--- config.mk ---
export PLATFORM = sky130hd
export DESIGN_NAME = adc_channel_range_setup
export DESIGN_NICKNAME = d
export VERILOG_FILES = /design/src/adc_setup_pkg.sv /design/src/channel_sequencer.sv /design/src/adc_channel_range_setup.sv
export VERILOG_INCLUDE_DIRS = /design/src
export SDC_FILE = /design/constraint.sdc
export NUM_CORES = 1
export LEC_CHECK = 0
export BUFFER_PORTS_ARGS = -buffer_cell sky130_fd_sc_hd__buf_4
export CAP_MARGIN = 40
export CORE_UTILIZATION = 50
export DETAILED_ROUTE_END_ITERATION = 10
export PLACE_DENSITY = 0.72
export SLEW_MARGIN = 25
export SYNTH_ARGS = -nofsm -noshare
export SYNTH_HDL_FRONTEND = slang
export SYNTH_SLANG_ARGS = --single-unit
--- constraint.sdc ---
create_clock -name clk -period 13.5 [get_ports clk]
set_input_delay 2.7 -clock clk [delete_from_list [all_inputs] [get_ports clk]]
set_output_delay 2.7 -clock clk [all_outputs]
set_load 0.01 [all_outputs]
--- src/adc_setup_consts.svh ---
`ifndef ADC_SETUP_CONSTS_SVH
`define ADC_SETUP_CONSTS_SVH

// ----------------------------------------
// Setup word geometry
// ----------------------------------------
`define SETUP_WIDTH 24
`define SETUP_UPPER_WIDTH 6
`define SETUP_RESET 24'h000117

// ----------------------------------------
// Channel and gain encodings
// ----------------------------------------
`define NUM_CHANNELS 10
`define CHAN_IDX_W 4
`define GAIN_W 3
`define GAIN_UNITY 3'h0
`define GAIN_RESERVED 3'h1
`define RESERVED_BIT_VALUE 1'h0

// ----------------------------------------
// Conversion timing and data
// ----------------------------------------
`define SETTLE_CYCLES_DEFAULT 16
`define DATA_WIDTH 24

`endif

--- src/adc_setup_pkg.sv ---
`include "adc_setup_consts.svh"

package adc_setup_pkg;

    // ----------------------------------------
    // Setup word layout, most significant first
    // ----------------------------------------
    typedef struct packed {
        logic [`SETUP_UPPER_WIDTH-1:0] upperFields; // Kept as written
        logic [`NUM_CHANNELS-1:0] channelEnableBits; // Short,temp,7..0
        logic burnout; // Probe current request
        logic referencePresenceCheckEnable; // Reference detect on
        logic reservedZero; // Always zero
        logic bufferOn; // Input buffer in path
        logic unipolar; // Set: unipolar coding
        logic [`GAIN_W-1:0] gainSelect; // Input range code
    } setup_s;

    // ----------------------------------------
    // Sequencer states
    // ----------------------------------------
    typedef enum logic [0:0] {
        SEQ_IDLE = 1'b0,
        SEQ_SETTLE = 1'b1
    } seq_state_e;

endpackage

--- src/channel_sequencer.sv ---
`timescale 1ns/1ps
`include "adc_setup_consts.svh"

module channel_sequencer #(
    parameter int NUM_CH = `NUM_CHANNELS,
    parameter int IDX_W = `CHAN_IDX_W,
    parameter int SETTLE_CYCLES = `SETTLE_CYCLES_DEFAULT
) (
    input wire logic clk,
    input wire logic rst_b,
    input wire logic run,
    input wire logic [NUM_CH-1:0] enables,
    output logic [IDX_W-1:0] channel,
    output logic startPulse,
    output logic donePulse,
    output logic busy
);

    // ----------------------------------------
    // Local sizing
    // ----------------------------------------
    localparam int CNT_W = $clog2(SETTLE_CYCLES + 1);
    localparam logic [CNT_W-1:0] CNT_LAST = CNT_W'(SETTLE_CYCLES - 1);
    localparam logic [IDX_W-1:0] IDX_TOP = IDX_W'(NUM_CH - 1);

    adc_setup_pkg::seq_state_e state; // Current state
    adc_setup_pkg::seq_state_e next_state; // State after this edge
    logic [CNT_W-1:0] count; // Settling cycles left
    logic [CNT_W-1:0] next_count; // Counter after this edge
    logic [IDX_W-1:0] next_channel; // Channel after this edge
    logic next_start; // Conversion begins
    logic next_done; // Conversion result due
    logic anyEnabled; // At least one channel on

    // ----------------------------------------
    // Next enabled channel after cur, wrapping
    // ----------------------------------------
    function automatic logic [IDX_W-1:0] nextChannel(
        input logic [NUM_CH-1:0] en,
        input logic [IDX_W-1:0] cur
    );
        logic [IDX_W-1:0] pick;
        int i;
        int k;
        pick = cur;
        // Downward scan so the nearest candidate wins
        for (i = NUM_CH; i >= 1; i--) begin
            k = (int'(cur) + i) % NUM_CH;
            if (en[k]) begin
                pick = IDX_W'(k);
            end
        end
        return pick;
    endfunction

    assign anyEnabled = |enables;
    assign busy = (state == adc_setup_pkg::SEQ_SETTLE);

    // ----------------------------------------
    // Sequencing decisions
    // ----------------------------------------
    always_comb begin
        next_state = state;
        next_count = count;
        next_channel = channel;
        next_start = 1'b0;
        next_done = 1'b0;
        unique case (state)
            adc_setup_pkg::SEQ_IDLE: begin
                // Start from the lowest enabled channel
                if (run && anyEnabled) begin
                    next_state = adc_setup_pkg::SEQ_SETTLE;
                    next_channel = nextChannel(enables, IDX_TOP);
                    next_count = CNT_LAST;
                    next_start = 1'b1;
                end
            end
            adc_setup_pkg::SEQ_SETTLE: begin
                if (count != '0) begin
                    next_count = count - CNT_W'(1);
                end else begin
                    next_done = 1'b1;
                    if (run && anyEnabled) begin
                        next_channel = nextChannel(enables, channel);
                        next_count = CNT_LAST;
                        next_start = 1'b1;
                    end else begin
                        next_state = adc_setup_pkg::SEQ_IDLE;
                    end
                end
            end
        endcase
    end

    // ----------------------------------------
    // State, counter and channel registers
    // ----------------------------------------
    always_ff @(posedge clk or negedge rst_b) begin
        if (!rst_b) begin
            state <= adc_setup_pkg::SEQ_IDLE;
            count <= '0;
            channel <= '0;
        end else begin
            state <= next_state;
            count <= next_count;
            channel <= next_channel;
        end
    end

    // ----------------------------------------
    // Event pulses, one cycle each
    // ----------------------------------------
    always_ff @(posedge clk or negedge rst_b) begin
        if (!rst_b) begin
            startPulse <= 1'b0;
            donePulse <= 1'b0;
        end else begin
            startPulse <= next_start;
            donePulse <= next_done;
        end
    end

endmodule

--- src/adc_channel_range_setup.sv ---
`timescale 1ns/1ps
`include "adc_setup_consts.svh"

module adc_channel_range_setup #(
    parameter int NUM_CH = `NUM_CHANNELS,
    parameter int IDX_W = `CHAN_IDX_W,
    parameter int DATA_W = `DATA_WIDTH,
    parameter int SETTLE_CYCLES = `SETTLE_CYCLES_DEFAULT
) (
    input wire logic clk,
    input wire logic rst_b,
    input wire logic setupWrite,
    input wire logic [`SETUP_WIDTH-1:0] setupWriteData,
    output logic [`SETUP_WIDTH-1:0] setupReadData,
    output logic setupWriteDone,
    input wire logic convertRun,
    input wire logic refBelowThreshold,
    input wire logic [DATA_W-1:0] filterData,
    output logic bufferEnable,
    output logic burnoutEnable,
    output logic unipolarCoding,
    output logic [`GAIN_W-1:0] gainSelect,
    output logic [IDX_W-1:0] channelSelect,
    output logic conversionStart,
    output logic converting,
    output logic resultValid,
    output logic [DATA_W-1:0] resultData,
    output logic [IDX_W-1:0] resultChannel,
    output logic resultUnipolar,
    output logic [`GAIN_W-1:0] resultGain,
    output logic missingReferenceFlag
);

    // ----------------------------------------
    // Setup word field map
    // ----------------------------------------
    // [23:18] upper fields, stored but not used here
    // [17:8] channel enables, index 9 is the short,
    // index 8 the temperature sensor
    // [7] probe current request
    // [6] reference presence check
    // [5] reserved, always reads zero
    // [4] input buffer in the path
    // [3] unipolar coding when set
    // [2:0] gain code, code one refused
    // Only the lower fields steer anything here.

    // ----------------------------------------
    // Register state
    // ----------------------------------------
    // All host written state lives in this block
    // Word as the host sees it
    adc_setup_pkg::setup_s setupWord;
    // Copy frozen for the conversion in flight
    adc_setup_pkg::setup_s activeSetup;
    // Cleaned value of an incoming write
    adc_setup_pkg::setup_s next_setupWord;

    // Sequencer hookup
    logic [IDX_W-1:0] seqChannel; // Channel being converted
    logic seqStart; // A conversion begins
    logic seqDone; // A conversion has settled
    logic seqBusy; // Converter actively converting
    // Channel of the conversion being settled
    logic [IDX_W-1:0] activeChannel;

    // ----------------------------------------
    // Write cleaning
    // ----------------------------------------
    // Forces the reserved bit low and refuses the
    // reserved gain code, keeping the old gain so the
    // front end never sees an undefined range.
    // Other fields of such a write still land, so a
    // bad gain code never costs the host its channels.
    // Upper fields pass untouched for their owners.
    function automatic adc_setup_pkg::setup_s cleanWrite(
        input logic [`SETUP_WIDTH-1:0] raw,
        input adc_setup_pkg::setup_s old
    );
        adc_setup_pkg::setup_s w;
        w = adc_setup_pkg::setup_s'(raw);
        w.reservedZero = `RESERVED_BIT_VALUE;
        if (w.gainSelect == `GAIN_RESERVED) begin
            w.gainSelect = old.gainSelect;
        end
        return w;
    endfunction

    always_comb begin
        next_setupWord = cleanWrite(setupWriteData, setupWord);
    end

    // ----------------------------------------
    // Host visible setup word
    // ----------------------------------------
    // Holds its value until the next write; reset
    // selects channel 0, buffer on, top gain code.
    // A write and a conversion end on one edge: the
    // conversion keeps its copy, the write wins here.
    always_ff @(posedge clk or negedge rst_b) begin
        if (!rst_b) begin
            setupWord <= adc_setup_pkg::setup_s'(`SETUP_RESET);
        end else if (setupWrite) begin
            setupWord <= next_setupWord;
        end
    end

    // Read back straight from the flops
    assign setupReadData = setupWord;

    // ----------------------------------------
    // Write completion pulse
    // ----------------------------------------
    // Follows every accepted write, refused gain too
    always_ff @(posedge clk or negedge rst_b) begin
        if (!rst_b) begin
            setupWriteDone <= 1'b0;
        end else begin
            setupWriteDone <= setupWrite;
        end
    end

    // ----------------------------------------
    // Channel sequencer
    // ----------------------------------------
    // Channel choice reads the live enables, so a
    // rewrite changes the order from the next pick.
    // A calibration expects exactly one enable; the
    // sequencer then simply repeats that channel.
    // Dropping convertRun lets the conversion in
    // flight finish and deliver its result.
    // Timing: the start pulse rises in the same cycle as
    // the pick; the snapshot loads on that pulse and
    // the front end outputs follow a cycle later;
    // the result strobe trails the done pulse by one.
    channel_sequencer #(
        .NUM_CH(NUM_CH),
        .IDX_W(IDX_W),
        .SETTLE_CYCLES(SETTLE_CYCLES)
    ) u_sequencer (
        .clk(clk),
        .rst_b(rst_b),
        .run(convertRun),
        .enables(setupWord.channelEnableBits),
        .channel(seqChannel),
        .startPulse(seqStart),
        .donePulse(seqDone),
        .busy(seqBusy)
    );

    assign conversionStart = seqStart;
    assign converting = seqBusy;

    // ----------------------------------------
    // Channel of the conversion in flight
    // ----------------------------------------
    // The sequencer moves on to its next pick at the
    // edge that ends a conversion, so the result is
    // tagged from this copy, not from the live pick.
    always_ff @(posedge clk or negedge rst_b) begin
        if (!rst_b) begin
            activeChannel <= '0;
        end else if (seqStart) begin
            activeChannel <= seqChannel;
        end
    end

    // ----------------------------------------
    // Per-conversion setup snapshot
    // ----------------------------------------
    // A write mid-conversion would corrupt the
    // settling filter, so fields move only here.
    // Trade-off: one conversion always runs on one
    // setup, at the price of a conversion of lag.
    always_ff @(posedge clk or negedge rst_b) begin
        if (!rst_b) begin
            activeSetup <= adc_setup_pkg::setup_s'(`SETUP_RESET);
        end else if (seqStart) begin
            activeSetup <= setupWord;
        end
    end

    // ----------------------------------------
    // Analog front end controls
    // ----------------------------------------
    // Limitation: bypassing the buffer drops the
    // probe currents at once; a host that wants the
    // probes must keep the buffer in the path.
    always_ff @(posedge clk or negedge rst_b) begin
        if (!rst_b) begin
            bufferEnable <= 1'b0;
            burnoutEnable <= 1'b0;
        end else begin
            bufferEnable <= activeSetup.bufferOn;
            burnoutEnable <= activeSetup.burnout & activeSetup.bufferOn;
        end
    end

    // Coding and range for the modulator
    // Both come from the snapshot, never the live word
    always_ff @(posedge clk or negedge rst_b) begin
        if (!rst_b) begin
            unipolarCoding <= 1'b0;
            gainSelect <= `GAIN_UNITY;
        end else begin
            unipolarCoding <= activeSetup.unipolar;
            gainSelect <= activeSetup.gainSelect;
        end
    end

    // Multiplexer selection for the input switch
    // One cycle behind the sequencer, so the switch
    // moves with the snapshot, a cycle ahead of the front end outputs.
    always_ff @(posedge clk or negedge rst_b) begin
        if (!rst_b) begin
            channelSelect <= '0;
        end else begin
            channelSelect <= seqChannel;
        end
    end

    // ----------------------------------------
    // Reference presence check
    // ----------------------------------------
    // The comparator is only meaningful while the
    // modulator runs, so idle time leaves the flag
    // frozen at its last sampled value.
    // There is no software clear: only a later
    // conversion, sampling the detector again or
    // running with the check off, can lower the flag.
    always_ff @(posedge clk or negedge rst_b) begin
        if (!rst_b) begin
            missingReferenceFlag <= 1'b0;
        end else if (seqBusy) begin
            if (activeSetup.referencePresenceCheckEnable) begin
                missingReferenceFlag <= refBelowThreshold;
            end else begin
                // Check disabled: nothing to report
                missingReferenceFlag <= 1'b0;
            end
        end
    end

    // ----------------------------------------
    // Result delivery
    // ----------------------------------------
    // Strobe marks a settled result, one cycle long
    // A host polling for data must catch this cycle
    always_ff @(posedge clk or negedge rst_b) begin
        if (!rst_b) begin
            resultValid <= 1'b0;
        end else begin
            resultValid <= seqDone;
        end
    end

    // Data and its tags, held until the next result
    // Filter data is taken on the done pulse, so the
    // filter must hold it valid through that cycle.
    always_ff @(posedge clk or negedge rst_b) begin
        if (!rst_b) begin
            resultData <= '0;
            resultChannel <= '0;
            resultUnipolar <= 1'b0;
            resultGain <= `GAIN_UNITY;
        end else if (seqDone) begin
            resultData <= filterData;
            resultChannel <= activeChannel;
            // Tag with the setup actually used
            resultUnipolar <= activeSetup.unipolar;
            resultGain <= activeSetup.gainSelect;
        end
    end

endmodule

==> run summary <==
The flow ran to the end, and the final reports show no timing, DRC or antenna violations. Leaving out fill and tap cells, the most frequent cell in the layout is sky130_fd_sc_hd__buf_4. On the final layout, the worst clock skew is 6.56 ps.

The power per cell area is 304 mW/mm^2, and the wire length of the first global-routing pass is 34.5 mm. Internal power comes to 1.42 mW. The tools report the final layout net count as 1022. Detailed placement ended at an HPWL of 15.5 mm. The tools report the layout filler cell count as 1351.

Relative area change from synthesis to final layout: 16.3%. For the pin with the worst max-slew slack, the measured transition is 803 ps. The largest area contributor in the netlist was sky130_fd_sc_hd__dfrtp_1. The kind of cell with the highest combined delay along the critical path is simple AND/OR/NAND/NOR gates. The routability congestion estimate from global placement is 0.980. After layout, the worst path uses 41.4% of the clock period. The fraction of final layout cells with drive strength greater than 1 was 30.6%; the area occupied by registers was 0.00229 mm^2.

The run gives 9 as the clock buffer count from CTS. The total negative slack was 0 ps. The critical path contains buffers and inverters numbering 3 combined. Floorplan die area: 0.0163 mm^2. The region available for standard cell placement spans 0.0153 mm^2.

The tools report the library cell used as clock root buffer as sky130_fd_sc_hd__clkbuf_16. The top cell types in the final layout, fill and taps aside, are 130 x sky130_fd_sc_hd__buf_4, 81 x sky130_fd_sc_hd__dfrtp_1, 72 x sky130_fd_sc_hd__mux2_2. Input and output buffers added on the ports amount to 121. The post-synthesis cell count came out at 843. Critical path's most frequent cell: sky130_fd_sc_hd__ha_1.

The area share of the leading cell type in the synthesized netlist was 25.9%. In this run, the combinational gates consume 74.7% of the power. The maximum number of pins on one net before global-route repair was 65. The number of antenna diodes in the final layout is 0. The clock drives 91 sinks. In the synthesized netlist the dominant register cell turns out to be sky130_fd_sc_hd__dfrtp_1. The tools report the total count of max-transition violations in the final report as 0.

The mean instance size in the synthesized netlist is 9.38 um^2. The via count of the first global-routing pass was 6528; the share of flip-flops with an asynchronous set or reset after synthesis was 100%. The clock-pin slew on the worst setup and hold paths works out to 60 ps.

Across all register-to-register paths, the minimum setup slack is 7910 ps. The I/O pin total is 124, and the sequential group share of total power is 15.7%. For the post-detailed-routing wire length, the log shows 21.7 mm. Via count: 7206. For the worst hold slack, the log shows 404 ps. TritonCTS built the clock tree.

The tools report the data arrival time of the worst path as 5850 ps. Sequential cells were found to cover 28.9% of the synthesized design area. Counting every net in the synthesized netlist gives 931. The die is 128 um wide.

Traced cell by cell, the critical path runs through buf_4 -> clkinv_1 -> ha_1 -> inv_1 -> nand2_1 -> ha_1 -> nand2b_1 -> nor4_1 -> nor3_2 -> mux2i_1 -> nand4bb_1 -> and4bb_2 -> nand4_1 -> nor4_4 -> nand2b_4 -> o32a_1. The analysis attributes to net switching a power of 1.38 mW. The max-cap check violation count came out at 0. Of the total power, the share spent switching nets is 49.4%. In the routed design, unresolved DRC markers number 0. The starting density of the core came out at 51.7%. The number of flip-flops and latches in the synthesized netlist is 91. The run gives 0 as the post-cts repair resize count. Ranked by total cell area, the synthesized netlist is headed by sky130_fd_sc_hd__dfrtp_1 26%, sky130_fd_sc_hd__mux2_2 10%, sky130_fd_sc_hd__ha_1 5.5%.

The peak ir drop on the vdd network is 0.000126 V, and the final count of hold timing violations is 0. The mapped netlist covers 0.00791 mm^2. For this run, the top clock speed supported by timing is 0.179 GHz. At the later pin of the worst-skew pair, clock insertion delay measures 340 ps. After the first detailed-routing iteration, the DRC count stood at 802. The tools report the maximum level of the CTS H-tree as 3. Mean number of vias per cell: 6.27. After layout, the minimum clock period comes to 5590 ps. The longest clock path from root to sink contains 2 buffers. The total track usage was 26.6%. The floorplan has 45 rows. STA classifies the critical path endpoint as a register. Slowest stage cell on the critical path: sky130_fd_sc_hd__ha_1. The remaining global-route overflow was 0. The detailed-router iteration count before antenna repair was 6; the quantity of hold-fixing buffers added after cts was 0. Setup violations remaining at the end of the flow were counted as 0. The floorplan step set the die height to 128 um. The count of warnings emitted by yosys is 0, and the part of the total power dissipated in the clock network is 9.6%. Setup fix buffers added after clock tree synthesis: 0.

Setup repair after global routing left no endpoint under its margin. The post-detailed-route count of antenna-violating nets is 0. Dividing the detail-routed wire length by the instance count gives 18.9 um.

The maximum fanout along the worst path works out to 42. STA classifies the critical path startpoint as a register. STA puts the critical path data required time at 13760 ps. The number of antenna violations at the first check in global routing is 0, and the number of distinct standard cells referenced by the synthesized netlist is 115. The total area of multi-input combinational cells is 0.00518 mm^2. Standby leakage power: 3.94 nW. In this run, synthesis inferred 0 flip-flops with an integrated enable. The worst hold path belongs to the class reg2reg. The worst max-slew margin expressed relative to the limit was 45.0%. The worst setup path category is reg2reg. The largest single stage delay on the critical path is 880 ps.
## flip-flops by register name, summed over array words and instances (netlist names)
| signal | count |
|---|---|
| resultChannel | 4 |
| unipolarCoding | 1 |
| activeSetup | 7 |
| resultValid | 1 |
| u_sequencer.busy | 1 |
| resultGain | 3 |
| channelSelect | 4 |
| setupWriteDone | 1 |
| u_sequencer.count | 5 |
| missingReferenceFlag | 1 |
| u_sequencer.donePulse | 1 |
| gainSelect | 3 |
| burnoutEnable | 1 |
| u_sequencer.channel | 4 |
| activeChannel | 4 |
| bufferEnable | 1 |
| resultData | 24 |
| resultUnipolar | 1 |
| setupReadData | 23 |
| u_sequencer.startPulse | 1 |
## synth_stat cells, types with 10 or more instances
library cell               count
sky130_fd_sc_hd__a211oi_1     16
sky130_fd_sc_hd__a21oi_1      33
sky130_fd_sc_hd__and2_1       10
sky130_fd_sc_hd__buf_2        10
sky130_fd_sc_hd__buf_6        12
sky130_fd_sc_hd__clkbuf_1     22
sky130_fd_sc_hd__dfrtp_1      82
sky130_fd_sc_hd__ha_1         35
sky130_fd_sc_hd__inv_1        28
sky130_fd_sc_hd__mux2_2       72
sky130_fd_sc_hd__mux2i_1      20
sky130_fd_sc_hd__nand2_1      63
sky130_fd_sc_hd__nand2b_1     16
sky130_fd_sc_hd__nand3_1      22
sky130_fd_sc_hd__nor2_1       50
sky130_fd_sc_hd__nor2b_1      10
sky130_fd_sc_hd__nor3_1       21
sky130_fd_sc_hd__o211ai_1     15
sky130_fd_sc_hd__o21ai_0      40
sky130_fd_sc_hd__o31ai_1      12
sky130_fd_sc_hd__xnor2_1      13
## cell families (layout without fill, tap and decap cells)
group                    after synthesis  after routing  share of synthesized area [%]
AND/OR/NAND/NOR                      261            261                           17.8
adder cells (fa/ha/maj)               37             37                           5.80
buffers and inverters                 85            181                           5.61
AO/OA/AOI/OAI                        246            246                           23.7
XOR/XNOR                              20             20                           2.74
multiplexers                         102            102                           15.4
flip-flops                            91             91                           28.9
other                                  1              1                         0.0474
## metrics by stage
stage / cell area (um^2) / total power [mW] / setup WS (ps) / instances / util [%]
after CTS: 9150 / 2.75 / 7950 / 1147 / 59.8
after global placement: 8830 / 2.45 / 7960 / 1131 / 57.6
final: 9200 / 2.80 / 7910 / 1150 / 60.1
after global routing: 9200 / 3.00 / 7530 / 1150 / 60.1
after floorplan: 7910 / 2.01 / 8770 / 843 / -
after detailed placement: 8830 / 2.47 / 7960 / 1131 / 57.6
## layer usage
layer,up-vias,routed length (um),track usage (%)
met2,296,10200,42.7
met5,-,0,0
met1,3483,9600,37.1
li1,3392,-,-
met4,0,428,7.47
met3,35,1480,4.38
## power groups by stage
stage	clock network [mW]	logic, mW	registers, mW
4_1_cts	0.274	2.04	0.439
3_5_place_dp	0	2.03	0.443
6_report	0.269	2.09	0.438
2_1_floorplan	0	1.54	0.464
5_1_grt	0.286	2.26	0.451
3_3_place_gp	0	2.01	0.437
## cell type report
cell class | count | share of cell area (%)
clock buffer | 14 | 2.87
clock inverter | 2 | 0.653
inverter | 32 | 1.31
multi-input combinational | 667 | 56.3
sequential | 91 | 24.9
tap | 211 | 2.87
timing repair buffer | 133 | 11.1
## final timing paths
| check | start | endpoint | cells past startpoint |
|---|---|---|---|
| worst max-delay path | u_sequencer.channel[2] | u_sequencer.channel[0] | 16 |
| worst min-delay path | activeSetup[4] | bufferEnable | 0 |
| worst max register to register | u_sequencer.channel[2] | u_sequencer.channel[0] | 16 |
| worst min register to register | activeSetup[4] | bufferEnable | 0 |
| max in group asynchronous | rst_b | activeSetup[4] | 3 |
| min in group asynchronous | rst_b | resultData[4] | 1 |
## worst register-to-register path, stage by stage, from the launching register on
cell	delay [ps]
sky130_fd_sc_hd__dfrtp_1	320
sky130_fd_sc_hd__buf_4	480
sky130_fd_sc_hd__clkinv_1	630
sky130_fd_sc_hd__ha_1	880
sky130_fd_sc_hd__inv_1	220
sky130_fd_sc_hd__nand2_1	110
sky130_fd_sc_hd__ha_1	240
sky130_fd_sc_hd__nand2b_1	170
sky130_fd_sc_hd__nor4_1	440
sky130_fd_sc_hd__nor3_2	190
sky130_fd_sc_hd__mux2i_1	460
sky130_fd_sc_hd__nand4bb_1	190
sky130_fd_sc_hd__and4bb_2	240
sky130_fd_sc_hd__nand4_1	170
sky130_fd_sc_hd__nor4_4	400
sky130_fd_sc_hd__nand2b_4	220
sky130_fd_sc_hd__o32a_1	160
Note: power is estimated with default switching activity, not from simulation.
